--- src/port_b_read_pkg.sv ---
// Summary of operation
// - word reads: swap, then halves by endianness
// - byte reads: four swapped bytes by endianness
// - unused output lanes hold their last value
// - both size inputs high reads mailbox
// - empty only after last piece is read
// - empty clears two edges after the write edge
// - full clears next cycle after freeing read
// - location freed only on last piece
// - almost empty clears next cycle after write
// - almost empty counts whole long words
// - almost full clears after last-piece read
// - swap code sampled on new long word
// - mailbox access keeps sizing sequence intact
package port_b_read_pkg;
  localparam int DATA_W = 36;
  localparam int HALF_W = 18;
  localparam int BYTE_W = 9;
  localparam int DEPTH = 64;
  localparam int ADDR_W = 6;
  localparam int CNT_W = 7;
  localparam int BUF_CNT_W = 2;
  localparam logic [CNT_W-1:0] FULL_LEVEL = 7'h40;
  localparam logic [BUF_CNT_W-1:0] BUF_DEPTH = 2'h2;
  localparam logic [CNT_W-1:0] PTR_STEP = 7'h01;
  // bus size codes, high select bit first
  localparam logic [1:0] SIZE_LONG = 2'h0;
  localparam logic [1:0] SIZE_BYTE = 2'h1;
  localparam logic [1:0] SIZE_WORD = 2'h2;
  localparam logic [1:0] SIZE_MAILBOX = 2'h3;
  // swap codes, high select bit first
  localparam logic [1:0] SWAP_NONE = 2'h0;
  localparam logic [1:0] SWAP_REVERSE = 2'h1;
  localparam logic [1:0] SWAP_HALVES = 2'h2;
  localparam logic [1:0] SWAP_BYTES = 2'h3;
  localparam logic [1:0] POS_FIRST = 2'h0;
  localparam logic [1:0] POS_WORD_LAST = 2'h1;
  localparam logic [1:0] POS_BYTE_LAST = 2'h3;
  localparam logic [1:0] POS_STEP = 2'h1;
endpackage : port_b_read_pkg

--- src/fifo_store_mem.sv ---
`timescale 1ns/100ps
// 64 x 36 storage, one write and one registered read port
module fifo_store_mem
  import port_b_read_pkg::*;
(
  input wire logic clk_in,
  input wire logic wr_en_in,
  input wire logic [port_b_read_pkg::ADDR_W-1:0] wr_addr_in,
  input wire logic [port_b_read_pkg::DATA_W-1:0] wr_data_in,
  input wire logic rd_en_in,
  input wire logic [port_b_read_pkg::ADDR_W-1:0] rd_addr_in,
  output logic [port_b_read_pkg::DATA_W-1:0] rd_data_out
);
  logic [DATA_W-1:0] mem_q [DEPTH];

  // no reset on the array; contents are only read after a write
  always_ff @(posedge clk_in)
  begin
    if (wr_en_in)
    begin
      mem_q[wr_addr_in] <= wr_data_in;
    end
    if (rd_en_in)
    begin
      rd_data_out <= mem_q[rd_addr_in];
    end
  end
endmodule : fifo_store_mem

--- src/port_b_sized_swap_read.sv ---
`timescale 1ns/100ps
module port_b_sized_swap_read
  import port_b_read_pkg::*;
(
  input wire logic clk_in,
  input wire logic rst_n_in,
  input wire logic port_a_select_n_in,
  input wire logic port_a_write_not_read_in,
  input wire logic port_a_mailbox_select_in,
  input wire logic [port_b_read_pkg::DATA_W-1:0] port_a_data_in,
  input wire logic port_b_select_n_in,
  input wire logic port_b_write_not_read_in,
  input wire logic bus_size_select_high_in,
  input wire logic bus_size_select_low_in,
  input wire logic big_endian_select_in,
  input wire logic swap_select_high_in,
  input wire logic swap_select_low_in,
  input wire logic [port_b_read_pkg::DATA_W-1:0] mailbox_a_to_b_in,
  input wire logic [port_b_read_pkg::CNT_W-1:0] almost_empty_level_in,
  input wire logic [port_b_read_pkg::CNT_W-1:0] almost_full_level_in,
  output logic [port_b_read_pkg::DATA_W-1:0] port_b_data_out,
  output logic empty_flag_n_out,
  output logic full_flag_n_out,
  output logic almost_empty_flag_n_out,
  output logic almost_full_flag_n_out
);
  import port_b_read_pkg::*;

  function automatic logic [DATA_W-1:0] swap_bytes(input logic [DATA_W-1:0] w,
                                                  input logic [1:0] code);
    logic [BYTE_W-1:0] a;
    logic [BYTE_W-1:0] b;
    logic [BYTE_W-1:0] c;
    logic [BYTE_W-1:0] d;
    a = w[3*BYTE_W +: BYTE_W];
    b = w[2*BYTE_W +: BYTE_W];
    c = w[BYTE_W +: BYTE_W];
    d = w[0 +: BYTE_W];
    unique case (code)
      SWAP_NONE: swap_bytes = {a, b, c, d};
      SWAP_REVERSE: swap_bytes = {d, c, b, a};
      SWAP_HALVES: swap_bytes = {c, d, a, b};
      SWAP_BYTES: swap_bytes = {b, a, d, c};
    endcase
  endfunction : swap_bytes

  function automatic logic [BYTE_W-1:0] pick_byte(input logic [DATA_W-1:0] w,
                                                 input logic [1:0] idx);
    pick_byte = w[idx*BYTE_W +: BYTE_W];
  endfunction : pick_byte

  logic [CNT_W-1:0] wr_ptr_q;
  logic [CNT_W-1:0] rd_ptr_q;
  logic [CNT_W-1:0] level_q;
  logic [CNT_W-1:0] level_d;
  logic inflight_q;
  logic [BUF_CNT_W-1:0] buf_cnt_q;
  logic [DATA_W-1:0] buf0_q;
  logic [DATA_W-1:0] buf1_q;
  logic [DATA_W-1:0] cur_q;
  logic [1:0] pos_q;
  logic [1:0] size_q;
  logic big_q;
  logic [DATA_W-1:0] out_q;
  logic [DATA_W-1:0] out_d;
  logic full_n_q;
  logic ae_n_q;
  logic af_n_q;
  logic [DATA_W-1:0] mem_rd_data;

  // port A write qualification; full blocks writes
  wire write_fire = !port_a_select_n_in && port_a_write_not_read_in &&
                    !port_a_mailbox_select_in && full_n_q;
  wire [1:0] size_in = {bus_size_select_high_in, bus_size_select_low_in};
  wire [1:0] swap_in = {swap_select_high_in, swap_select_low_in};
  wire b_read = !port_b_select_n_in && !port_b_write_not_read_in;
  wire mailbox_read = b_read && (size_in == SIZE_MAILBOX);

  // prefetch from storage into the two-entry buffer
  wire mem_has = (wr_ptr_q != rd_ptr_q);
  wire buf_in_ready = (buf_cnt_q < BUF_DEPTH);
  wire buf_in_valid = inflight_q;
  wire buf_push = buf_in_valid && buf_in_ready;
  // space counted ahead for the word still in flight, so no push is ever refused
  wire [BUF_CNT_W:0] buf_claim = {1'b0, buf_cnt_q} + {2'h0, inflight_q};
  wire mem_issue = mem_has && buf_in_ready && (buf_claim < {1'b0, BUF_DEPTH});
  wire buf_out_valid = (buf_cnt_q != 2'h0);

  // sizing state: new long word only at position zero
  wire at_first = (pos_q == POS_FIRST);
  wire fifo_read = b_read && !mailbox_read && buf_out_valid;
  wire [1:0] eff_size = at_first ? size_in : size_q;
  wire eff_big = at_first ? big_endian_select_in : big_q;
  wire [DATA_W-1:0] src_word = at_first ? swap_bytes(buf0_q, swap_in) : cur_q;
  wire last_piece = (eff_size == SIZE_LONG) ||
                    ((eff_size == SIZE_WORD) && (pos_q == POS_WORD_LAST)) ||
                    ((eff_size == SIZE_BYTE) && (pos_q == POS_BYTE_LAST));
  wire buf_out_ready = fifo_read && last_piece;
  wire buf_pop = buf_out_valid && buf_out_ready;
  wire [1:0] big_idx = POS_BYTE_LAST - pos_q;
  wire [HALF_W-1:0] upper_half = src_word[DATA_W-1:HALF_W];
  wire [HALF_W-1:0] lower_half = src_word[HALF_W-1:0];
  wire second_word = (pos_q == POS_WORD_LAST);

  // output lane selection; lanes outside the chosen size keep their bits
  always_comb
  begin
    out_d = out_q;
    if (mailbox_read)
    begin
      out_d = mailbox_a_to_b_in;
    end
    else if (fifo_read)
    begin
      unique case (eff_size)
        SIZE_WORD:
        begin
          if (eff_big)
          begin
            out_d[DATA_W-1:HALF_W] = second_word ? lower_half : upper_half;
          end
          else
          begin
            out_d[HALF_W-1:0] = second_word ? upper_half : lower_half;
          end
        end
        SIZE_BYTE:
        begin
          if (eff_big)
          begin
            out_d[DATA_W-1 -: BYTE_W] = pick_byte(src_word, big_idx);
          end
          else
          begin
            out_d[BYTE_W-1:0] = pick_byte(src_word, pos_q);
          end
        end
        default:
        begin
          out_d = src_word;
        end
      endcase
    end
  end

  // occupancy: counts long words until their last piece is read
  always_comb
  begin
    level_d = level_q;
    if (write_fire && !buf_pop)
    begin
      level_d = level_q + PTR_STEP;
    end
    else if (!write_fire && buf_pop)
    begin
      level_d = level_q - PTR_STEP;
    end
  end

  fifo_store_mem u_store (
    .clk_in(clk_in),
    .wr_en_in(write_fire),
    .wr_addr_in(wr_ptr_q[ADDR_W-1:0]),
    .wr_data_in(port_a_data_in),
    .rd_en_in(mem_issue),
    .rd_addr_in(rd_ptr_q[ADDR_W-1:0]),
    .rd_data_out(mem_rd_data)
  );

  // pointers, in-flight marker and level
  always_ff @(posedge clk_in or negedge rst_n_in)
  begin
    if (!rst_n_in)
    begin
      wr_ptr_q <= '0;
      rd_ptr_q <= '0;
      inflight_q <= 1'b0;
      level_q <= '0;
    end
    else
    begin
      if (write_fire)
      begin
        wr_ptr_q <= wr_ptr_q + PTR_STEP;
      end
      if (mem_issue)
      begin
        rd_ptr_q <= rd_ptr_q + PTR_STEP;
      end
      inflight_q <= mem_issue;
      level_q <= level_d;
    end
  end

  // two-entry buffer: head in buf0, shift on pop
  always_ff @(posedge clk_in or negedge rst_n_in)
  begin
    if (!rst_n_in)
    begin
      buf_cnt_q <= '0;
      buf0_q <= '0;
      buf1_q <= '0;
    end
    else
    begin
      if (buf_pop)
      begin
        buf0_q <= buf1_q;
      end
      if (buf_push)
      begin
        if ((buf_cnt_q == 2'h0) || ((buf_cnt_q == 2'h1) && buf_pop))
        begin
          buf0_q <= mem_rd_data;
        end
        else
        begin
          buf1_q <= mem_rd_data;
        end
      end
      buf_cnt_q <= buf_cnt_q + {1'b0, buf_push} - {1'b0, buf_pop};
    end
  end

  // sizing position, latched size, endianness and swapped word
  always_ff @(posedge clk_in or negedge rst_n_in)
  begin
    if (!rst_n_in)
    begin
      pos_q <= POS_FIRST;
      size_q <= SIZE_LONG;
      big_q <= 1'b0;
      cur_q <= '0;
      out_q <= '0;
    end
    else
    begin
      out_q <= out_d;
      if (fifo_read)
      begin
        size_q <= eff_size;
        big_q <= eff_big;
        cur_q <= src_word;
        pos_q <= last_piece ? POS_FIRST : pos_q + POS_STEP;
      end
    end
  end

  // status flags registered from the next level, so they move on the same edge as the level
  always_ff @(posedge clk_in or negedge rst_n_in)
  begin
    if (!rst_n_in)
    begin
      full_n_q <= 1'b1;
      ae_n_q <= 1'b0;
      af_n_q <= 1'b1;
    end
    else
    begin
      full_n_q <= (level_d != FULL_LEVEL);
      ae_n_q <= (level_d > almost_empty_level_in);
      af_n_q <= (level_d < (FULL_LEVEL - almost_full_level_in));
    end
  end

  // empty follows the buffer head, which leaves only on a last piece
  assign empty_flag_n_out = buf_out_valid;
  assign full_flag_n_out = full_n_q;
  assign almost_empty_flag_n_out = ae_n_q;
  assign almost_full_flag_n_out = af_n_q;
  assign port_b_data_out = out_q;
endmodule : port_b_sized_swap_read

--- config.mk ---
export PLATFORM = sky130hd
export DESIGN_NAME = port_b_sized_swap_read
export DESIGN_NICKNAME = d
export VERILOG_FILES = /design/src/port_b_read_pkg.sv /design/src/fifo_store_mem.sv /design/src/port_b_sized_swap_read.sv
export SDC_FILE = /design/constraint.sdc
export NUM_CORES = 2
export LEC_CHECK = 0
export ABC_CLOCK_PERIOD_IN_PS = 5300
export BUFFER_PORTS_ARGS = -buffer_cell sky130_fd_sc_hd__buf_2
export CAP_MARGIN = 40
export CORE_MARGIN = 2
export CORE_UTILIZATION = 34
export CTS_BUF_LIST = sky130_fd_sc_hd__clkbuf_8 sky130_fd_sc_hd__clkbuf_16
export DETAILED_ROUTE_END_ITERATION = 12
export HOLD_SLACK_MARGIN = 0.15
export SLEW_MARGIN = 20
export SYNTH_ARGS = -nofsm -noshare
export SYNTH_HDL_FRONTEND = slang
export SYNTH_SLANG_ARGS = --single-unit
--- constraint.sdc ---
create_clock -name clk_in -period 5.3 [get_ports clk_in]
set_input_delay 0.265 -clock clk_in [delete_from_list [all_inputs] [get_ports clk_in]]
set_output_delay 0.265 -clock clk_in [all_outputs]
set_load 0.01 [all_outputs]
=== Yosys cells after proc, flatten, opt, wreduce, memory -nomap -nowiden ===
Memories as Yosys holds them, arrays and structs flattened. A register that Yosys moved wholly into a read port is not among the register bits.
Cells that the tools add are included.

* $add $sub $neg: 10
* $mul: 2
* Div/mod/pow operators: 0
* Magnitude comparators: 4
* Eq/ne operators: 16
* Shift-type cells: 2
* Multiplexer cells: 23
* Bitwise operators: 1
* Reductions and logical operators: 38

{| class="wikitable"
|+ Operators by type and width
! cell !! count
|-
| 36-bit two-way mux || 6
|-
| 36-bit case mux with 4 select lines || 1
|-
| 18-bit two-way mux || 4
|-
| 36-bit by 7-bit variable part select with 9-bit output || 2
|-
| 18-bit case mux with 2 select lines || 1
|-
| 9-bit case mux with 2 select lines || 2
|-
| 7-bit by 1-bit adder with 7-bit output, second input constant || 3
|-
| 9-bit two-way mux || 2
|-
| 1-bit logical AND || 17
|-
| 7-bit two-way mux || 2
|-
| 2-bit by 4-bit multiplier with 6-bit output, second input constant || 2
|-
| 3-bit inequality test, second input constant || 4
|-
| 3-bit AND reduction || 4
|-
| 2-bit == test, second input constant || 5
|-
| 2-bit by 1-bit == test with 1-bit output, second input constant || 4
|-
| 2-bit logical NOT || 4
|-
| 7-bit > comparator || 1
|-
| 1-bit logical NOT || 7
|-
| 7-bit less-than comparator || 1
|-
| 7-bit inequality test || 1
|-
| 7-bit inequality test, second input constant || 1
|-
| 7-bit by 1-bit subtractor with 7-bit output, second input constant || 1
|-
| 7-bit subtractor, first input constant || 1
|-
| 2-bit two-way mux || 2
|-
| 13 further kinds || 18
|}

* Register bits after elaboration: 176
* Latch bits: 0
* Memory bits (writable): 2304
* Bits in read-only memories: 0
* Bits of input ports: 98
* Output and inout bits: 40
* Word-level logic and storage cells: 115
* Memories kept: 1

{| class="wikitable"
|+ Memories
! memory !! depth !! width !! read ports !! clocked after memory_dff !! wr ports !! line !! text
|-
| u_store.mem_q || 64 || 36 || 1 || 1 || 1 || fifo_store_mem.sv:14 || <nowiki>logic [DATA_W-1:0] mem_q [DEPTH];</nowiki>
|}

=== Longest topological paths before layout ===
* Depth in word-level cells: 12
* Depth in mapped cells: 21
* Mapped depth without buffers: 15

=== Cells and area by module ===
Synthesis repeated with hierarchy kept, for this count alone.

* Cells, all modules: 4798
* Area total of the unflattened synthesis: 98389.4 um2

{| class="wikitable"
|+ By module, submodules not included
! module !! instances !! cells an instance !! area an instance (um2) !! seq. area each (um2)
|-
| fifo_store_mem || 1 || 3780 || 88333.5 || 70267.4
|-
| port_b_sized_swap_read || 1 || 1018 || 10055.9 || 4406.7
|}

=== Worst setup path after synthesis ===
No wires, ideal clock.

* Path kind: register -> register
* Start point: register pos_q[0]
* End point: register ae_n_q, in the netlist almost_empty_flag_n_out
* Library setup time: 0.095 ns
* Data arrival time: 4.789 ns
* Required time: 5.205 ns
* Setup slack: 0.415 ns
* Stages on the path, launching flop included: 20
* Buffers on the path: 6
* Clock period less this slack: 4.885 ns
* Cells stage by stage: dfrtp_1 buf_2 inv_1 clkbuf_1 ha_1 clkbuf_1 buf_1 mux2i_1 inv_1 ha_1 buf_2 a221o_1 and3_1 buf_2 xor2_1 ha_1 a21o_1 a2111oi_0 nor4b_1 o31ai_1

* Cells in the longest elaborated chain, start to end: 12
* Elaborated cells between the ends (all ways): 19
* Those cells by class: 1 x order compare; 4 x eq/ne; 3 x mux; 11 x reduce/logical

{| class="wikitable"
|+ RTL lines
! item !! line !! text
|-
| from (decl) || port_b_sized_swap_read.sv:61 || <nowiki>logic [1:0] pos_q;</nowiki>
|-
| from (signal assigned) || port_b_sized_swap_read.sv:244 || <nowiki>pos_q <= last_piece ? POS_FIRST : pos_q + POS_STEP;</nowiki>
|-
| 2-bit logical NOT * || port_b_sized_swap_read.sv:90 || <nowiki>wire at_first = (pos_q == POS_FIRST);</nowiki>
|-
| 2-bit two-way mux * || port_b_sized_swap_read.sv:92 || <nowiki>wire [1:0] eff_size = at_first ? size_in : size_q;</nowiki>
|-
| named net eff_size[1] || port_b_sized_swap_read.sv:92 ||
|-
| 2-bit == test || port_b_sized_swap_read.sv:96 || <nowiki>((eff_size == SIZE_WORD) && (pos_q == POS_WORD_LAST)) ||</nowiki>
|-
| 1-bit logical AND || port_b_sized_swap_read.sv:96 ||
|-
| 1-bit logical OR || port_b_sized_swap_read.sv:95 || <nowiki>wire last_piece = (eff_size == SIZE_LONG) ||</nowiki>
|-
| 1-bit logical OR * || port_b_sized_swap_read.sv:96 ||
|-
| 1-bit logical AND * || port_b_sized_swap_read.sv:98 || <nowiki>wire buf_out_ready = fifo_read && last_piece;</nowiki>
|-
| 1-bit logical AND * || port_b_sized_swap_read.sv:99 || <nowiki>wire buf_pop = buf_out_valid && buf_out_ready;</nowiki>
|-
| 1-bit logical AND / 1-bit logical NOT (equally long branches) || port_b_sized_swap_read.sv:154, port_b_sized_swap_read.sv:150 ||
|-
| 7-bit two-way mux / 1-bit logical AND (equally long branches) || port_b_sized_swap_read.sv:154, port_b_sized_swap_read.sv:150 ||
|-
| 7-bit two-way mux * || port_b_sized_swap_read.sv:150 || <nowiki>if (write_fire && !buf_pop)</nowiki>
|-
| 7-bit > comparator * || port_b_sized_swap_read.sv:261 || <nowiki>ae_n_q <= (level_d > almost_empty_level_in);</nowiki>
|-
| to (signal assigned) || port_b_sized_swap_read.sv:261 ||
|-
| to (decl) || port_b_sized_swap_read.sv:67 || <nowiki>logic ae_n_q;</nowiki>
|}

The timed path passes the listed nets; every way through them passes the cells marked *.
A chain may end at the register's enable or synchronous reset.

=== Worst setup path in the final report ===
* Start point: register pos_q[1]
* End point: register ae_n_q, in the netlist almost_empty_flag_n_out

* Cells in the longest elaborated chain, start to end: 12
* Elaborated cells between the ends (all ways): 19
* Those cells by class: 1 x order compare; 4 x eq/ne; 3 x mux; 11 x reduce/logical

{| class="wikitable"
|+ RTL lines
! item !! line !! text
|-
| 2-bit logical NOT * || port_b_sized_swap_read.sv:90 ||
|-
| 2-bit two-way mux * || port_b_sized_swap_read.sv:92 ||
|-
| named net eff_size[0] || port_b_sized_swap_read.sv:92 ||
|-
| 2-bit == test || port_b_sized_swap_read.sv:96 ||
|-
| 1-bit logical AND || port_b_sized_swap_read.sv:96 ||
|-
| 1-bit logical OR || port_b_sized_swap_read.sv:95 ||
|-
| 1-bit logical OR * || port_b_sized_swap_read.sv:96 ||
|-
| 1-bit logical AND * || port_b_sized_swap_read.sv:98 ||
|-
| 1-bit logical AND * || port_b_sized_swap_read.sv:99 ||
|-
| 1-bit logical AND / 1-bit logical NOT (equally long branches) || port_b_sized_swap_read.sv:154, port_b_sized_swap_read.sv:150 ||
|-
| 7-bit two-way mux / 1-bit logical AND (equally long branches) || port_b_sized_swap_read.sv:154, port_b_sized_swap_read.sv:150 ||
|-
| 7-bit two-way mux * || port_b_sized_swap_read.sv:150 ||
|-
| named net level_d[6] || port_b_sized_swap_read.sv:55 || <nowiki>logic [CNT_W-1:0] level_d;</nowiki>
|-
| 7-bit > comparator * || port_b_sized_swap_read.sv:261 ||
|}

Marks and branches as above.

==> run summary <==
The worst-case IR drop observed on VDD is 0.414 mV. In this run the worst path has a maximum fanout of 12. In this run switching power makes up 29.7% of total power. The synthesized design contains 2516 register bits. CTS placed an instance of clkbuf_16 at the clock tree root. The cell family contributing the most delay on the critical path is buffers and inverters. The clock slew at the register clock pins of the worst setup and hold paths is 0.06 ns.

The analysis attributes to cell leakage a power of 0.0373 uW. By instance count, the leading cell after synthesis is edfxtp_1. In the post-route analysis, the smallest setup slack over all paths is 0.323 ns.

138 I/O pins were placed. OpenSTA, run right after detailed placement, puts the worst setup slack at 0.847 ns. The detailed router finished its first iteration with 5838 violations. By area the synthesized netlist is led by edfxtp_1, mux4_2, dfrtp_1.

The number of slew-limit violations in the final report came out at 0. The number of global-route vias before repair came out at 47.7k. The relative area change from synthesis to final layout is 18.0%. For this run, the register share of the synthesized area comes to 75.8%.

The worst hold path belongs to the class input port to flop. Setup repair after global routing left no endpoint under its margin. For the overall routing resource usage, the log shows 16.7%.

The final routed DRC violation total is 0. The total count of hold-check failures in the final report is 0, and the clock sink count is 2516. The first global-routing pass estimated 354000 um of wire.

After floorplanning, the core was divided into 197 placement rows. Cells fill 40.3% of the core in the end. The internal portion of total power is 42000 uW, and the clock power share is 30.2%. Setup violations remaining at the end of the flow were counted as 0. The clock reaches the later pin of the worst-skew pair after 0.86 ns. The final antenna-violating net count was 0; the synthesized area was 98500 um^2. By count the netlist is led by edfxtp_1, mux4_2, dfrtp_1, nor2_1, mux2_2. The die is 542 um wide. Buffers inserted during clock tree synthesis total 270. The wire length per cell works out to 28.3 um.

The power density relative to cell area was 514 nW/um^2. Walking the worst path, the cells encountered are buf_4 > inv_2 > ha_1 > mux2i_1 > inv_1 > ha_1 > a221o_1 > a311oi_1 > nand3_1 > o21ai_0 > xor2_1 > ha_1 > inv_1 > a21oi_1 > dlygate4sd3_1 > nand2_1 > dlygate4sd3_1 > o31ai_1. The worst path in the final design needs a cycle of 4.98 ns, including I/O delays and setup.

The run finished with clean final reports. The H-tree generated during clock tree synthesis spans 5 levels. The tools report the net count after synthesis as 4356.

Endpoint type of the worst setup path: a flop. The die covers 294000 um^2. The most instantiated flip-flop cell in the synthesis netlist is edfxtp_1. The run gives 34.2% as the initial core utilization. The master of the slowest instance on the critical path is dlygate4sd3_1. The run gives 30.2% as the share of total power in combinational logic.

The run gives 146000 um as the total half-perimeter wirelength after legalization and detailed placement. The final estimated routing congestion in global placement came out at 0.784. The tools report the total congestion overflow after global routing as 0. At the pin with the least slew margin, the transition time is 0.966 ns.

The tools report the number of distinct library cells after synthesis as 57. At the worst endpoint, the arrival time is 5.64 ns. The sequential cell area was 74700 um^2. A synthesized cell averages 23.2 um^2.

The number of cells produced by synthesis was 4239; the total number of vias was 47.0k. The kind of start point of the critical path is a flop. Before antenna repair, the detailed router went through 6 iterations.

In the final layout, the multi-input gates occupy 23300 um^2. Counting both buffers and inverters, the worst setup path holds a total of 6. STA puts the critical path data required time at 5.96 ns. In the finished design, the share of the clock period the worst path needs comes to 93.9%. For the final database, setup skew stands at 0.0797 ns.

The top cell type's share of synthesized area is 71.3%, and the routed wire length is 247000 um. The largest area contributor in the netlist is edfxtp_1. Across the run, the number of max-cap violations was 0.

After the last flow step, the layout net total stands at 4858. The net switching power of the design was 17800 uW; the post-detailed-placement cell area was 107000 um^2. Based on the critical path, the design can be clocked at up to 201 MHz.

The core region is 288000 um^2. Of all flip-flops after synthesis, the portion carrying an async set or reset was 7.00%. TritonCTS built the clock tree. Sequential cells account for 39.6% of the total power. In this run the vertical extent of the chip is 542 um. After layout, the design draws a total of 59700 uW. Counting flops with a built-in enable in the synthesized netlist gives 2340. The largest net degree at the start of global routing is 92. Summed over all failing endpoints, the final setup total negative slack is 0 ns. After routing the design area is 116000 um^2.

Yosys printed 0 warnings. Counting along the longest clock path gives a buffer depth of 4. The number of antenna violations at the first check in global routing came out at 18.

Buffers placed on the I/O ports in this run total 137. The start-to-end type of the worst setup path was flop to flop. Most common cell type on the critical path: ha_1. Counting the fill cells in the layout gives 24.9k. Share of layout cells above drive strength 1: 35.0%.

In this design, the stage delay of the slowest critical-path cell is 0.57 ns. The vias per cell is 5.38, and the max-slew headroom at the worst pin is 35.6%.
## worst paths after layout
check / startpoint / to / slack, ns / depth (start not counted)
max reg2reg: pos_q[1] / almost_empty_flag_n_out / 0.32 / 18
min: port_b_write_not_read_in / level_q[2] / 0.22 / 6
max: pos_q[1] / almost_empty_flag_n_out / 0.32 / 18
min reg2reg: port_b_data_out[30] / port_b_data_out[30] / 0.49 / 1
min in group asynchronous: rst_n_in / full_flag_n_out / 0.60 / 3
max in group asynchronous: rst_n_in / buf1_q[21] / 3.99 / 4
## power groups by stage
stage | Clock (uW) | Combinational [uW] | Sequential [uW]
floorplan | 0 | 12100 | 23700
global placement | 0 | 17800 | 24000
detailed placement | 0 | 18100 | 24100
CTS | 18400 | 18200 | 23700
global route | 19200 | 19100 | 23800
finish | 18000 | 18000 | 23600
## worst min-delay path, delay by kind of cell
kind / cells / cell delay (ns)
and+or+nand+nor: 1 / 0.10
xor gates and xnor gates: 1 / 0.19
AOI/OAI and AO/OA: 2 / 0.17
buffers and inverters: 2 / 0.23
## logic make-up (layout without fill, tap and decap cells)
logic type | Yosys count | in the layout | share of synthesized area [%]
and+or+nand+nor | 234 | 234 | 1.02
adders and majority gates | 20 | 20 | 0.251
other | 0 | 3 | 0
AOI/OAI and AO/OA | 137 | 137 | 0.921
buffers and inverters | 257 | 964 | 1.13
xor gates and xnor gates | 34 | 34 | 0.302
muxes | 1041 | 1041 | 20.6
DFF | 2516 | 2516 | 75.8
## per-layer routing
metal	routed length (um)	vias up	track usage (%)
met2	119000	1834	26.7
met1	106000	25700	23.9
met3	17500	326	2.76
met5	46	-	0
met4	5120	6	3.77
li1	-	19100	-
## placed cells by master (no fill, tap or decap), drive strengths merged, types with 3 or more instances in the layout
cell type    instances
mux2i              130
ha                  19
edfxtp            2340
nand3               11
a21o                10
nand3b               4
nand2               31
nor3                 4
xnor2               16
nor4                 4
dlygate4sd3         99
clkinv              92
mux4               774
diode                3
clkbuf             284
nor2b                4
buf                365
nor2               153
or3                  3
mux2               137
bufinv              17
and2                 3
dfrtp              174
inv                 97
xor2                18
and3                 5
a21oi               69
nand4                4
clkinvlp            10
a211oi              11
o21ai                8
a222oi              18
## through the flow
stage          std cells  hold WS [ns]
2_1_floorplan       4239       -0.0306
3_3_place_gp        8060         0.373
3_5_place_dp        8138         0.386
4_1_cts             8715         0.150
5_1_grt             8728         0.221
6_report            8730         0.216
## flip-flops by register name, summed over array words and instances, names as in the netlist, 2 cells and up
| register | flops |
|---|---|
| u_store.mem_q | 2304 |
| buf0_q | 36 |
| buf1_q | 36 |
| cur_q | 36 |
| port_b_data_out | 36 |
| u_store.rd_data_out | 36 |
| level_q | 7 |
| rd_ptr_q | 7 |
| wr_ptr_q | 7 |
| buf_cnt_q | 2 |
| pos_q | 2 |
| size_q | 2 |
## what timing repair did
item	CTS	global route
setup buffers	0	6
endpoints found under the setup margin	0	2
resized for setup	0	1
hold endpoints to repair	2138	0
hold buffers	100	0
## cell type report
type | count | share of cell area [%]
well taps | 3781 | 4.07
inverters | 21 | 0.0711
repair buffers | 466 | 4.31
multi-input cells | 1466 | 20.0
diodes | 3 | 0.00646
flip-flops and latches | 2516 | 64.3
clock buffers | 282 | 6.02
clock inverters | 195 | 1.24
(Power assumes the default switching activity.)
